File: src/pdcd_regs.svh
// Register offsets, reset values and record layout for the peak detect and deglitch block
`ifndef PDCD_REGS_SVH
`define PDCD_REGS_SVH
`define PDCD_REC_FIRST     8'h10
`define PDCD_REC_LAST      8'h2F
`define PDCD_OC_FILT_ADDR  8'h6A
`define PDCD_UV_FILT_ADDR  8'h6B
`define PDCD_OV_FILT_ADDR  8'h6C
`define PDCD_FREEZE_ADDR   8'h74
`define PDCD_CLEAR_ADDR    8'h73
`define PDCD_CTRL_RESET    8'h00
`define PDCD_OC_VALID_MASK 8'h0F
`define PDCD_MIN_RESET     10'h3FF
`define PDCD_MAX_RESET     10'h000
`define PDCD_CMP_UV1       0
`define PDCD_CMP_UV2       1
`define PDCD_CMP_OV1       2
`define PDCD_CMP_OV2       3
`define PDCD_CMP_OC        4
`endif

File: src/pdcd_pkg.sv
// Types shared by the peak detect and deglitch block
package pdcd_pkg;
   // One converted sample; sel = 2*channel + (1 for voltage, 0 for current)
   typedef struct packed {
      logic       valid;
      logic [2:0] sel;
      logic [9:0] data;
   } pdcd_sample_t;
   // One byte-wide register access
   typedef struct packed {
      logic       wr;
      logic [7:0] addr;
      logic [7:0] wdata;
   } pdcd_reg_req_t;
endpackage

File: src/pdcd_top.sv
// Min/max peak records and comparator deglitch filters for a four-channel monitor
//
// Functional notes
// [RQ1] Writing 1 to a signal's clear bit resets that signal's min and max records at 0x10-0x2F.
// [RQ2] A cleared minimum record reads 0x3FF and a cleared maximum record reads 0x000.
// [RQ3] While a clear bit stays 1 the signal's detection is off and its records sit at reset.
// [RQ4] A freeze bit of 1 stops updates of that signal's records; 0 lets detection resume.
// [RQ5] A clear request has no effect on records that are frozen.
// [RQ6] The clear register is eight RW bits, reset 0x00, voltage on odd bits, current on even.
// [RQ7] The freeze register at 0x74 is eight RW bits, reset 0x00, same mapping as clear.
// [RQ8] With deglitch on, a violation qualifies only after two successive positive compares.
// [RQ9] Each channel has five filtered comparators: UV warn, UV crit, OV warn, OV crit, OC warn.
// [RQ10] Each comparator has its own deglitch enable bit, 1 for on and 0 for off.
// [RQ11] The overcurrent filter register at 0x6A resets to 0x00; bits 3..0 are channels 4..1.
// [RQ12] The undervoltage filter register at 0x6B: bit 2n-1 second, bit 2n-2 first comparator.
// [RQ13] The overvoltage filter register at 0x6C: bit 2n-1 second, bit 2n-2 first comparator.
// [RQ14] The action after a qualified violation depends on the comparator and the mode pin.
// [RQ15] Each new sample replaces the maximum when larger and the minimum when smaller.
// [RQ16] Starting a channel loads the reset values into that channel's records.
// [RQ17] With deglitch off one positive compare qualifies; a negative compare restarts the count.
`timescale 1ns/10ps
`include "pdcd_regs.svh"

module pdcd_top
   import pdcd_pkg::*;
#(
   parameter int NUM_CH = 4,
   parameter int DATA_W = 10
)
(
   input  wire logic           REF_CLK,
   input  wire logic           RST_N,
   input  wire pdcd_reg_req_t  REG_REQ,
   output      logic [7:0]     REG_RDATA,
   input  wire pdcd_sample_t   SAMPLE,
   input  wire logic [3:0]     CHAN_START,
   input  wire logic [3:0]     CMP_VALID,
   input  wire logic [19:0]    CMP_HIT,
   input  wire logic           PROTECTION_MODE_PIN,
   output      logic [19:0]    QUALIFIED,
   output      logic           ALERT,
   output      logic [3:0]     PG_FAIL,
   output      logic [3:0]     SHUTDOWN
);

   // ****************************************************************
   // Elaboration checks
   // ****************************************************************
   // Register widths and address layout are fixed to four channels of 10-bit data
   if (NUM_CH != 4 || DATA_W != 10)
   begin : g_bad_params
      $error("pdcd_top supports only NUM_CH=4 and DATA_W=10");
   end

   // ****************************************************************
   // Helper functions
   // ****************************************************************
   // True when the address falls in the min/max record window
   function automatic logic is_rec(input logic [7:0] a);
      is_rec = (a >= `PDCD_REC_FIRST) && (a <= `PDCD_REC_LAST);
   endfunction

   // Signal index of a record byte: 8 bytes per channel, current first then voltage
   function automatic logic [2:0] rec_sig(input logic [7:0] a);
      logic [7:0] o;
      o = a - `PDCD_REC_FIRST;
      rec_sig = {o[4:3], o[2]};
   endfunction

   // ****************************************************************
   // Control registers
   // ****************************************************************
   logic [7:0] oc_filt_reg, oc_filt_next;
   logic [7:0] uv_filt_reg, uv_filt_next;
   logic [7:0] ov_filt_reg, ov_filt_next;
   logic [7:0] freeze_reg,  freeze_next;
   logic [7:0] clear_reg,   clear_next;
   logic [7:0] rdata_reg,   rdata_next;
   logic [DATA_W-1:0] min_reg [8];
   logic [DATA_W-1:0] max_reg [8];

   // Software writes; reads answer one cycle after the address is presented
   always_comb
   begin
      logic [DATA_W-1:0] v;
      v            = '0;
      oc_filt_next = oc_filt_reg;
      uv_filt_next = uv_filt_reg;
      ov_filt_next = ov_filt_reg;
      freeze_next  = freeze_reg;
      clear_next   = clear_reg;
      if (REG_REQ.wr)
      begin
         unique case (REG_REQ.addr)
            `PDCD_OC_FILT_ADDR: oc_filt_next = REG_REQ.wdata & `PDCD_OC_VALID_MASK; // RQ11
            `PDCD_UV_FILT_ADDR: uv_filt_next = REG_REQ.wdata;                      // RQ12
            `PDCD_OV_FILT_ADDR: ov_filt_next = REG_REQ.wdata;                      // RQ13
            `PDCD_FREEZE_ADDR:  freeze_next  = REG_REQ.wdata;                      // RQ7
            `PDCD_CLEAR_ADDR:   clear_next   = REG_REQ.wdata;                      // RQ6
            default: ;
         endcase
      end
      rdata_next = 8'h00;                  // Unmapped addresses read as zero
      unique case (REG_REQ.addr)
         `PDCD_OC_FILT_ADDR: rdata_next = oc_filt_reg;
         `PDCD_UV_FILT_ADDR: rdata_next = uv_filt_reg;
         `PDCD_OV_FILT_ADDR: rdata_next = ov_filt_reg;
         `PDCD_FREEZE_ADDR:  rdata_next = freeze_reg;
         `PDCD_CLEAR_ADDR:   rdata_next = clear_reg;
         default:
         begin
            if (is_rec(REG_REQ.addr))
            begin
               v = REG_REQ.addr[1] ? max_reg[rec_sig(REG_REQ.addr)]
                                   : min_reg[rec_sig(REG_REQ.addr)];
               rdata_next = REG_REQ.addr[0] ? {6'h00, v[1:0]} : v[9:2];
            end
         end
      endcase
   end

   // Register the control state
   always_ff @(posedge REF_CLK)
   begin
      if (!RST_N)
      begin
         oc_filt_reg <= `PDCD_CTRL_RESET;
         uv_filt_reg <= `PDCD_CTRL_RESET;
         ov_filt_reg <= `PDCD_CTRL_RESET;
         freeze_reg  <= `PDCD_CTRL_RESET;
         clear_reg   <= `PDCD_CTRL_RESET;
         rdata_reg   <= 8'h00;
      end
      else
      begin
         oc_filt_reg <= oc_filt_next;
         uv_filt_reg <= uv_filt_next;
         ov_filt_reg <= ov_filt_next;
         freeze_reg  <= freeze_next;
         clear_reg   <= clear_next;
         rdata_reg   <= rdata_next;
      end
   end

   assign REG_RDATA = rdata_reg;

   // ****************************************************************
   // Peak records
   // ****************************************************************
   logic [DATA_W-1:0] min_next [8];
   logic [DATA_W-1:0] max_next [8];

   // Freeze outranks clear, startup and new samples so a frozen window survives a stray clear
   always_comb
   begin
      logic [2:0] ws;
      ws = rec_sig(REG_REQ.addr);
      for (int s = 0; s < 8; s++)
      begin
         min_next[s] = min_reg[s];
         max_next[s] = max_reg[s];
         if (freeze_reg[s])
         begin
            // Records locked                                              // RQ4 RQ5
         end
         else if (clear_reg[s] || CHAN_START[s/2])
         begin
            min_next[s] = `PDCD_MIN_RESET;                                 // RQ1 RQ2 RQ3 RQ16
            max_next[s] = `PDCD_MAX_RESET;                                 // RQ2
         end
         else if (SAMPLE.valid && SAMPLE.sel == 3'(s))
         begin
            if (SAMPLE.data > max_reg[s])
               max_next[s] = SAMPLE.data;                                  // RQ15
            if (SAMPLE.data < min_reg[s])
               min_next[s] = SAMPLE.data;                                  // RQ15
         end
      end
      // Direct software writes to a record byte land last
      if (REG_REQ.wr && is_rec(REG_REQ.addr))
      begin
         if (REG_REQ.addr[1])
         begin
            if (REG_REQ.addr[0]) max_next[ws][1:0] = REG_REQ.wdata[1:0];
            else                 max_next[ws][9:2] = REG_REQ.wdata;
         end
         else
         begin
            if (REG_REQ.addr[0]) min_next[ws][1:0] = REG_REQ.wdata[1:0];
            else                 min_next[ws][9:2] = REG_REQ.wdata;
         end
      end
   end

   // Register the records
   always_ff @(posedge REF_CLK)
   begin
      for (int s = 0; s < 8; s++)
      begin
         if (!RST_N)
         begin
            min_reg[s] <= `PDCD_MIN_RESET;
            max_reg[s] <= `PDCD_MAX_RESET;
         end
         else
         begin
            min_reg[s] <= min_next[s];
            max_reg[s] <= max_next[s];
         end
      end
   end

   // ****************************************************************
   // Comparator deglitch and actions
   // ****************************************************************
   logic [19:0] prev_hit_reg, prev_hit_next;
   logic [19:0] qual_reg,     qual_next;
   logic        alert_reg,    alert_next;
   logic [3:0]  pgf_reg,      pgf_next;
   logic [3:0]  shut_reg,     shut_next;
   logic [19:0] filt_en;

   // Enable bits in comparator order uv1, uv2, ov1, ov2, oc per channel   // RQ9 RQ10
   always_comb
   begin
      for (int c = 0; c < 4; c++)
      begin
         filt_en[c*5 + `PDCD_CMP_UV1] = uv_filt_reg[2*c];
         filt_en[c*5 + `PDCD_CMP_UV2] = uv_filt_reg[2*c+1];
         filt_en[c*5 + `PDCD_CMP_OV1] = ov_filt_reg[2*c];
         filt_en[c*5 + `PDCD_CMP_OV2] = ov_filt_reg[2*c+1];
         filt_en[c*5 + `PDCD_CMP_OC]  = oc_filt_reg[c];
      end
   end

   // A qualified flag follows each new compare of its channel
   always_comb
   begin
      prev_hit_next = prev_hit_reg;
      qual_next     = qual_reg;
      for (int k = 0; k < 20; k++)
      begin
         if (CMP_VALID[k/5])
         begin
            prev_hit_next[k] = CMP_HIT[k];                                 // RQ17
            qual_next[k] = CMP_HIT[k] && (!filt_en[k] || prev_hit_reg[k]); // RQ8 RQ17
         end
      end
      alert_next = |qual_next;
      for (int c = 0; c < 4; c++)
      begin
         // Critical limits and overcurrent pull power-good; mode pin decides turn-off
         pgf_next[c]  = qual_next[c*5 + `PDCD_CMP_UV2] | qual_next[c*5 + `PDCD_CMP_OV2]
                      | qual_next[c*5 + `PDCD_CMP_OC];                     // RQ14
         shut_next[c] = pgf_next[c] & PROTECTION_MODE_PIN;                 // RQ14
      end
   end

   // Register the comparator state and actions
   always_ff @(posedge REF_CLK)
   begin
      if (!RST_N)
      begin
         prev_hit_reg <= 20'h00000;
         qual_reg     <= 20'h00000;
         alert_reg    <= 1'b0;
         pgf_reg      <= 4'h0;
         shut_reg     <= 4'h0;
      end
      else
      begin
         prev_hit_reg <= prev_hit_next;
         qual_reg     <= qual_next;
         alert_reg    <= alert_next;
         pgf_reg      <= pgf_next;
         shut_reg     <= shut_next;
      end
   end

   assign QUALIFIED = qual_reg;
   assign ALERT     = alert_reg;
   assign PG_FAIL   = pgf_reg;
   assign SHUTDOWN  = shut_reg;

endmodule

File: config.mk
export PLATFORM = sky130hd
export DESIGN_NAME = pdcd_top
export DESIGN_NICKNAME = d
export VERILOG_FILES = /design/src/pdcd_pkg.sv /design/src/pdcd_top.sv
export VERILOG_INCLUDE_DIRS = /design/src
export SDC_FILE = /design/constraint.sdc
export NUM_CORES = 1
export LEC_CHECK = 0
export CELL_PAD_IN_SITES_DETAIL_PLACEMENT = 0
export CELL_PAD_IN_SITES_GLOBAL_PLACEMENT = 2
export CORE_ASPECT_RATIO = 1.75
export CORE_MARGIN = 2
export CORE_UTILIZATION = 41
export CTS_BUF_LIST = sky130_fd_sc_hd__clkbuf_2 sky130_fd_sc_hd__clkbuf_4 sky130_fd_sc_hd__clkbuf_8
export DETAILED_ROUTE_END_ITERATION = 8
export DONT_BUFFER_PORTS = 1
export PLACE_DENSITY_LB_ADDON = 0.3
export RECOVER_POWER = 100
export SYNTH_ARGS = -nofsm -noshare
export SYNTH_HDL_FRONTEND = slang
export SYNTH_SLANG_ARGS = --single-unit
export TNS_END_PERCENT = 5
File: constraint.sdc
create_clock -name REF_CLK -period 2.98 [get_ports REF_CLK]
set_input_delay 0.149 -clock REF_CLK [delete_from_list [all_inputs] [get_ports REF_CLK]]
set_output_delay 0.149 -clock REF_CLK [all_outputs]
set_load 0.01 [all_outputs]
-- After elaboration in Yosys (flattened, before gate mapping)
Memories as Yosys holds them, arrays and structs flattened.
Cells that the tools add are included.
- flip-flop bits (word level): 93
- RAM bits: 160
- bits of input ports: 62
- output and inout port bits: 37
- memories kept: 2
- memories (name ; depth ; bits a word ; rd ports ; clocked after Yosys merged registers in ; write ports ; RTL line ; source):
    max_reg ; 8 ; 10 ; 9 ; 0 ; 8 ; pdcd_top.sv:80 ; logic [DATA_W-1:0] max_reg [8];
    min_reg ; 8 ; 10 ; 9 ; 0 ; 8 ; pdcd_top.sv:79 ; logic [DATA_W-1:0] min_reg [8];
- $add $sub $neg: 1
- magnitude comparators: 20
- eq/ne operators: 12
- multiplexer cells: 120
- bitwise logic cells: 29
- reductions and logical operators: 86
- operator list (operator ; number):
    two-way mux 10 bit ; 82
    two-way mux 80 bit ; 6
    bitwise mux 80 bit ; 4
    > comparator 10 bit ; 8
    less-than comparator 10 bit ; 8
    demux 10 bit (select 3 bit) ; 2
    equality test 8 x 7 -> 1 bit (second input constant) ; 5
    one-hot mux 8 bit (5 select lines) ; 1
    logical AND 1 bit ; 31
    logical OR 1 bit ; 28
    OR 1 bit ; 24
    two-way mux 1 bit ; 22
    logical NOT 1 bit ; 20
    OR reduction 20 bit ; 1
    two-way mux 8 bit ; 2
    equality test 3 bit (second input constant) ; 4
    AND reduction 2 bit ; 5
    greater-or-equal comparator 8 x 5 -> 1 bit (second input constant) ; 1
    less-or-equal comparator 8 x 6 -> 1 bit (second input constant) ; 1
    equality test 3 x 2 -> 1 bit (second input constant) ; 2
    subtractor 5 bit (second input constant) ; 1
    AND 1 bit ; 4
    greater-or-equal comparator 4 bit (second input constant) ; 1
    less-than comparator 4 x 1 -> 1 bit (second input constant) ; 1
    other kinds (4) ; 4

-- Logic depth before layout (Yosys ltp)
Gate-level depths: netlist of run 1.
- depth after elaboration: 11
- mapped depth: 11

-- Least setup slack after synthesis of run 1
No wires, ideal clock.
- path type: input-to-reg
- from: input SAMPLE[0] in the netlist's numbering
- to: memory max_reg[5][2]
- library setup time: 0.130 ns
- arrival time: 2.165 ns
- data required time: 2.850 ns
- path slack: 0.685 ns
- stages: 9
- path buffers: 1
- cell sequence: clkbuf_1 > inv_1 > ha_1 > nor2b_1 > o2111a_1 > a2111oi_0 > nor3_1 > a21boi_0 > o22ai_1
- RTL lines (what ; RTL line ; source):
    from (decl) ; pdcd_top.sv:35 ; input wire pdcd_sample_t SAMPLE,
    to (decl) ; pdcd_top.sv:80 ;

==> results of run 1 <==
## area by class of cell
class | instances | area [µm²]
clock inverters | 10 | 75.1
well taps | 550 | 688
diodes | 5 | 12.5
flip-flops and latches | 253 | 5060
inverters | 167 | 629
clock buffers | 66 | 833
multi-input cells | 1486 | 10800
repair buffers | 150 | 1550
fillers | 4103 | 21100
## metal layers
layer	vias to the layer above	global-route usage, %
met4	4	29.7
met1	8405	36.4
met2	928	59.7
met3	329	7.45
met5	-	0
li1	7778	-
## cell families after synthesis
group | share of synthesized area (%)
and+or+nand+nor | 18.3
buffers and inverters | 6.65
adders and majority gates | 11.2
DFF | 29.9
xor gates and xnor gates | 0.103
AOI/OAI and AO/OA | 25.2
muxes | 8.66
## worst register-to-register path, stage by stage (launching register included)
cell and delay [ns]:
dfxtp_1 0.46, nor3_1 0.84, nand3_1 0.27, nor2_1 0.53
a221o_1 0.24, dlygate4sd3_1 0.54
## synth_stat cells, types with 18 or more instances
cell type | instances | area share [%]
a21oi_1 | 136 | 4.0
a221o_1 | 18 | 1.1
a31oi_1 | 46 | 1.7
and2_1 | 22 | 0.81
clkbuf_1 | 101 | 2.2
dfxtp_1 | 253 | 30
ha_1 | 152 | 11
inv_1 | 165 | 3.7
mux2i_1 | 32 | 1.9
mux4_2 | 48 | 6.4
nand2_1 | 179 | 4.0
nand2b_1 | 31 | 1.1
nand3_1 | 92 | 2.7
nand4_1 | 33 | 1.2
nor2_1 | 105 | 2.3
nor2b_1 | 30 | 1.1
nor3_1 | 38 | 1.1
o211ai_1 | 66 | 2.9
o21ai_0 | 118 | 3.5
o221ai_1 | 51 | 2.6
o22ai_1 | 23 | 0.85
## power groups by stage
| stage | Clock (mW) | Combinational, mW | Sequential, mW |
|---|---|---|---|
| floorplan | 0 | 0.635 | 3.56 |
| global placement | 0 | 0.713 | 3.57 |
| detailed placement | 0 | 0.730 | 3.57 |
| CTS | 3.49 | 1.06 | 3.50 |
| global route | 3.61 | 1.16 | 3.51 |
| finish | 3.47 | 1.09 | 3.50 |
## timing repair
item,4_1_cts,5_1_grt
hold buffers,107,0
setup buffers,0,6
hold endpoints to repair,252,0
endpoints found under the setup margin,0,14
gates resized for setup,0,11
## worst paths after layout
check        cells after the start      startpoint              to
max reg2reg                      5   freeze_reg[0]   max_reg[0][5]
max                              5   freeze_reg[0]   max_reg[0][5]
min reg2reg                      2  oc_filt_reg[1]  oc_filt_reg[1]
min                              2           RST_N   min_reg[1][8]
## cell usage in the layout (no fill, tap or decap), types with 22 or more instances in the layout
master         count
and2_1            22
nor3_1            36
o22ai_1           23
inv_1            164
buf_4             42
a21oi_1          136
mux4_2            48
a31oi_1           46
nand4_1           33
o221ai_1          48
mux2i_1           32
nand2_1          179
nand3_1           92
o21ai_0          117
dlygate4sd3_1     92
ha_1             152
nor2b_1           30
dfxtp_1          253
nor2_1           105
nand2b_1          31
o211ai_1          66
clkbuf_8          54
## per-stage QoR
stage	utilization [%]	cell area [µm²]	total power [mW]	hold slack, ns
after global routing	48.2	19700	8.28	0.0230
after global placement	42.7	17400	4.28	0.269
after floorplan	-	17000	4.19	0.271
after detailed placement	42.7	17400	4.30	0.276
after CTS	47.9	19600	8.04	0.000950
final	48.2	19700	8.06	0.00457
==> results.txt, run 1 <==
The slew at the pin closest to its max-slew limit is 1.37 ns. The data required time at the worst endpoint came out at 3.52 ns. The tightest slew margin relative to the limit came out at 8.42%. The internal power consumption is 5.72 mW. The part of the power in registers is 43.4%. During synthesis, Yosys emitted a total of 0 warnings. For this run, the total global-route usage over all layers was measured as 35.1%. The met2 routed wirelength is 36800 µm. The tree built by TritonCTS fans out to 253 sinks. The wire length per cell came out at 28.5 µm. For this configuration, the core starts out at a cell density of 41.5%. After detailed routing, the number of remaining DRC violations is 0.

The horizontal die dimension is 158 µm. The count of buffers from port buffering is 0. Timing analysis after detailed placement gives a worst setup slack of 0.448 ns.

The number of optimization iterations in the first detailed-route pass came out at 5. The number of maximum-capacitance constraint violations came out at 0. The signal on the critical path passes through nor3_1 > nand3_1 > nor2_1 > a221o_1 > dlygate4sd3_1. The share of synthesized flip-flops with an asynchronous set or reset is 0%.

The area of the die is 43100 µm². The net total in the final layout came out at 2314. The register area share after synthesis is 29.9%. The H-tree was split into 2 levels. In this run the power spent charging and discharging nets is 2.34 mW.

In the final timing run, aggregate negative setup slack is 0 ns. The via count of the first global-routing pass is 17300. The share of total power dissipated in the clock network is 43.0%.

The post-route netlist has 11.0% of its cells at a drive strength greater than 1. The met3 wirelength from detailed routing came out at 6110 µm. The maximum fanout count along the critical path came out at 8. TritonCTS built the clock tree. The mapped cell area came out at 17000 µm².

The least setup slack across all paths after layout came out at 0.0517 ns. The top layer reached by signal wires is met5. Excluding fillers, the count of instances in the completed layout stands at 2687. The largest vdd supply drop is 0.264 mV. The count of flip-flops with a built-in enable after synthesis came out at 0. The buffer depth of the longest clock path came out at 3. The final-report max-slew violation count is 0. For this design the top-level I/O count stands at 99. Relative to the synthesized area, the layout overhead comes to 16.0%.

For the worst setup path, the data arrival time is 3.47 ns. The initial antenna violation count came out at 6. STA classifies the critical path endpoint as a register.

The global-route wire length before repair is 111000 µm. The total buffers and inverters traversed by the critical path came out at 1. The sum of routed wire segments on met1 came out at 26100 µm. The maximum number of pins on one net before global-route repair came out at 125. For flop-to-flop paths, the worst setup slack is 0.05 ns.

The highest achievable clock rate is 341 MHz. The clock insertion delay at the later pin of the skew report is 0.62 ns. The register bit count reported by yosys came out at 253. The clock-pin slew of the registers on the worst-case setup and hold paths came out at 0.07 ns. The portion of the clock cycle consumed by the worst path in the final layout is 98.3%. The largest stage delay on the critical path is 0.84 ns. The number of standard-cell rows in the floorplan came out at 98. The run finished with clean final reports.

The count of placed standard cells including taps is 2492. The leftover overflow at the end of global routing is 0. The detailed router finished its first iteration with 1427 violations. The area of the placeable core came out at 40800 µm².

The final hold violation count came out at 0. The overall via count from detail_route is 17400. The cell sitting at the root of the clock tree is a clkbuf_8. The leading register cell type out of synthesis is dfxtp_1. Setup repair after global routing could not meet its margin everywhere.

The wire-length estimate of the detail-placed layout is 48900 µm. The number of nets in the synthesized netlist is 2247. Dividing total power by cell area gives a power density of 410 nW/µm². The final number of setup-violating endpoints is 0.

The count of nets left with antenna violations after detail routing is 0. The number of distinct standard cells referenced by the synthesized netlist is 81. The routability-driven placement congestion ratio came out at 0.931.

The cell count after synthesis is 2033. On the final layout, the worst clock skew is 0.0514 ns. The minimum clock period is 2.93 ns. Counting the buffers created by CTS gives 42. The average cell area after synthesis is 8.34 µm². The slowest stage of the critical path belongs to the cell nor3_1. Wires add up to 76500 µm.

The element type at the critical path start is a register. Dividing the detail-routed via count by the number of cells gives 6.49. Net switching is 29.0% of the power. The height of the chip came out at 273 µm.

The total leakage power is 7.70 nW. The combinational fraction of design power is 13.6%. In this run the worst hold path is classified as in2reg. The cell family with the largest share of critical-path delay is simple AND/OR/NAND/NOR gates. The critical path is of the reg2reg type.
Power figures use the tool's default switching activity.
==> run 2, diff against run 1 <==
--- a/config.mk
+++ b/config.mk
@@ -10,7 +10,7 @@
 export CELL_PAD_IN_SITES_GLOBAL_PLACEMENT = 2
 export CORE_ASPECT_RATIO = 1.75
 export CORE_MARGIN = 2
-export CORE_UTILIZATION = 41
+export CORE_UTILIZATION = 30
 export CTS_BUF_LIST = sky130_fd_sc_hd__clkbuf_2 sky130_fd_sc_hd__clkbuf_4 sky130_fd_sc_hd__clkbuf_8
 export DETAILED_ROUTE_END_ITERATION = 8
 export DONT_BUFFER_PORTS = 1
==> run 2 against run 1 <==
- the flow now finishes with violations (setup timing)
- cell count up 5.7%
- die area up 36%
- register-to-register slack worse by 0.06 ns
- critical path depth up 6
- sequential power about the same
- design area up 0.86%
- sequential share of layout area down 0.22 points
- critical path type unchanged
- largest cell class unchanged
==> results.txt, run 2 (synthesis results as in run 1) <==
The count of buffers from port buffering came to 0 (unchanged). The overall routing resource usage was 27.9% (was 35.1%). The net total in the final layout is 2321 (was 2314). The accumulated negative setup slack was -0.00719 ns (was 0 ns). The worst-case reg-to-reg path depth came out at 11 (was 5). The overall via count from detail_route came out at 17300 (was 17400). The placed standard-cell area was 17700 µm² (was 17400 µm²). The number of standard-cell rows in the floorplan came out at 115 (was 98). The TritonCTS clock tree is built (unchanged).

Commonest cells after routing, fill and taps aside: dfxtp_1 (253), nand2_1 (178), inv_1 (164) (was dfxtp_1 (253), nand2_1 (179), inv_1 (164)). The slew at the pin closest to its max-slew limit is 1.31 ns (was 1.37 ns). The count of non-filler cells in the finished layout is 2839 (was 2687). The sort of element at the end of the critical path was a register (unchanged). The post-route worst hold slack is 0.0134 ns (was 0.00457 ns). The total leakage power came to 7.73 nW (was 7.70 nW). The height of the chip is 319 µm (was 273 µm). The buffer depth of the longest clock path is 3 (unchanged).

The share of layout cells above drive strength 1 is 10.3% (was 11.0%). The I/O pin count came out at 99 (unchanged). The final-report max-slew violation count is 0 (unchanged). The setup skew after layout is 0.0243 ns (was 0.0514 ns). The root buffer selected by CTS was clkbuf_8 (unchanged).

The count of nets left with antenna violations after detail routing came out at 0 (unchanged). The portion of the clock cycle consumed by the worst path in the final layout came to 100% (was 98.3%). The number of fill cells came out at 5876 (was 4103). The combined area of the multi-input logic cells came out at 10800 µm² (about the same).

The worst hold-check path type is in2reg (unchanged). The element type at the critical path start is a register (unchanged). The area of the placeable core is 56100 µm² (was 40800 µm²). The final instance area came out at 19900 µm² (was 19700 µm²). The largest vdd supply drop is 0.197 mV (was 0.264 mV). The number of maximum-capacitance constraint violations came out at 0 (unchanged).

The total clock buffers created by CTS is 42 (unchanged). The via count of the first global-routing pass came to 17300 (about the same). The data required time at the worst endpoint was 3.47 ns (was 3.52 ns). The count of placed standard cells including taps came out at 2650 (was 2492). The initial antenna violation count is 5 (was 6). The hold path startpoint is REG_REQ[9] (was RST_N).

The area taken by flip-flops and latches came to 5060 µm² (unchanged). The commonest non-fill, non-tap cell in the layout is dfxtp_1 (unchanged). The least setup slack across all paths after layout is -0.00719 ns (was 0.0517 ns).

The area of the die came out at 58500 µm² (was 43100 µm²). The minimum clock period is 2.99 ns (was 2.93 ns). The total wire length is 83000 µm (was 76500 µm). The residual DRC count is 0 (unchanged). The number of DRC violations after detailed-routing iteration 0 came to 1399 (was 1427). The highest achievable clock rate was 335 MHz (was 341 MHz).

The post-DP HPWL came out at 54300 µm (was 48900 µm). Result of the run: complete, but fails checks (was finished clean). The leftover overflow at the end of global routing is 0 (unchanged). The ratio of routed vias to standard cells came out at 6.09 (was 6.49). The post-synthesis to final-layout area growth was 17.0% (was 16.0%). The final number of setup-violating endpoints came to 1 (was 0). The start-to-end type of the worst setup path was reg2reg (unchanged). The clock-pin slew of the registers on the worst-case setup and hold paths came out at 0.07 ns (about the same).

The routability-driven placement congestion ratio is 0.887 (was 0.931). The origin of the worst setup path is max_reg[5][9] (was freeze_reg[0]). The initial standard-cell utilization of the core came to 30.2% (was 41.5%). The H-tree depth came to 2 (unchanged). The count of cells along the worst hold path came out at 4 (was 2). The clock insertion delay at the later pin of the skew report was 0.64 ns (was 0.62 ns). The maximum fanout count along the critical path was 8 (unchanged). The horizontal die dimension came out at 184 µm (was 158 µm).

The checks that failed: setup timing. The tightest slew margin relative to the limit came out at 12.6% (was 8.42%). The launch instance of the worst register-to-register path is max_reg[5][9] (was freeze_reg[0]). The signal arrival time at the worst endpoint came out at 3.47 ns (about the same). The wire length per cell came out at 29.2 µm (was 28.5 µm).

The maximum number of pins on one net before global-route repair is 127 (was 125). The global-route wire length before repair is 119000 µm (was 111000 µm). The areal power density over the cells came out at 405 nW/µm² (was 410 nW/µm²). The number of optimization iterations in the first detailed-route pass is 6 (was 5).

The clock sink total is 253 (unchanged). The final hold violation count came to 0 (unchanged). RSZ-0062 raised after global routing: true (unchanged).
-- run 2: changes by cell type in the layout (fill, tap and decap cells not counted), sizes merged --
cell	change
dlygate4sd3	+6
buf	-6
a2111o	-1
bufinv	-1
diode	-3
clkinv	-7
clkbuf	+11
clkinvlp	+1
-- run 2: what timing repair did --
item / CTS / global route
setup buffers: 0 / 0
resized for setup: 0 / 6
hold buffers: 115 / 0
setup endpoints to repair: 0 / 13
endpoints found under the hold margin: 252 / 0
-- run 2: worst paths after layout --
kind	slack, ns	to
setup reg to reg	-0.007	max_reg[5][7]
setup / recovery	-0.007	max_reg[5][7]
hold / removal	0.01	min_reg[4][0]
hold reg to reg	0.48	uv_filt_reg[3]
-- run 2: routing by layer --
layer	global-route usage, %	part of all wire [%]	vias to the layer above	wire length (µm)
li1	-	-	7802	-
met1	27.8	34	8404	28200
met2	50.3	50	774	41900
met3	5.44	6.4	308	5350
met4	21.5	9.1	6	7550
met5	0	0.042	-	35
-- run 2: power breakdown --
| group | leakage (nW) | switching [mW] | internal, mW |
|---|---|---|---|
| Combinational | 5.21 | 0.702 | 0.420 |
| Sequential | 2.05 | 0.0549 | 3.44 |
| Clock | 0.465 | 1.61 | 1.80 |
| Total | 7.73 | 2.37 | 5.66 |
-- run 2: worst max-delay path: stages (launching register included) --
cell	delay, ns
dfxtp_1	0.38
inv_1	0.07
ha_1	0.28
and4_1	0.27
o2111a_1	0.18
a2111oi_0	0.47
clkbuf_1	0.22
nor3_1	0.07
buf_4	0.20
nand2_1	0.07
dlygate4sd3_1	0.54
a31oi_1	0.08
-- run 2: cell type report --
type | instances | share of cell area [%]
multi-input cells | 1485 | 54.3
clock buffers | 69 | 4.31
well taps | 702 | 4.42
clock inverters | 3 | 0.0882
diodes | 2 | 0.0252
repair buffers | 158 | 8.17
flip-flops and latches | 253 | 25.5
inverters | 167 | 3.17
-- run 2: metrics by stage --
step,total power [mW],setup WS (ns),util [%]
3_5_place_dp,4.32,0.452,31.5
5_1_grt,8.29,-0.0886,35.4
6_report,8.03,-0.00719,35.4
4_1_cts,8.09,0.0857,35.4
3_3_place_gp,4.31,0.432,31.5
2_1_floorplan,4.19,0.685,-
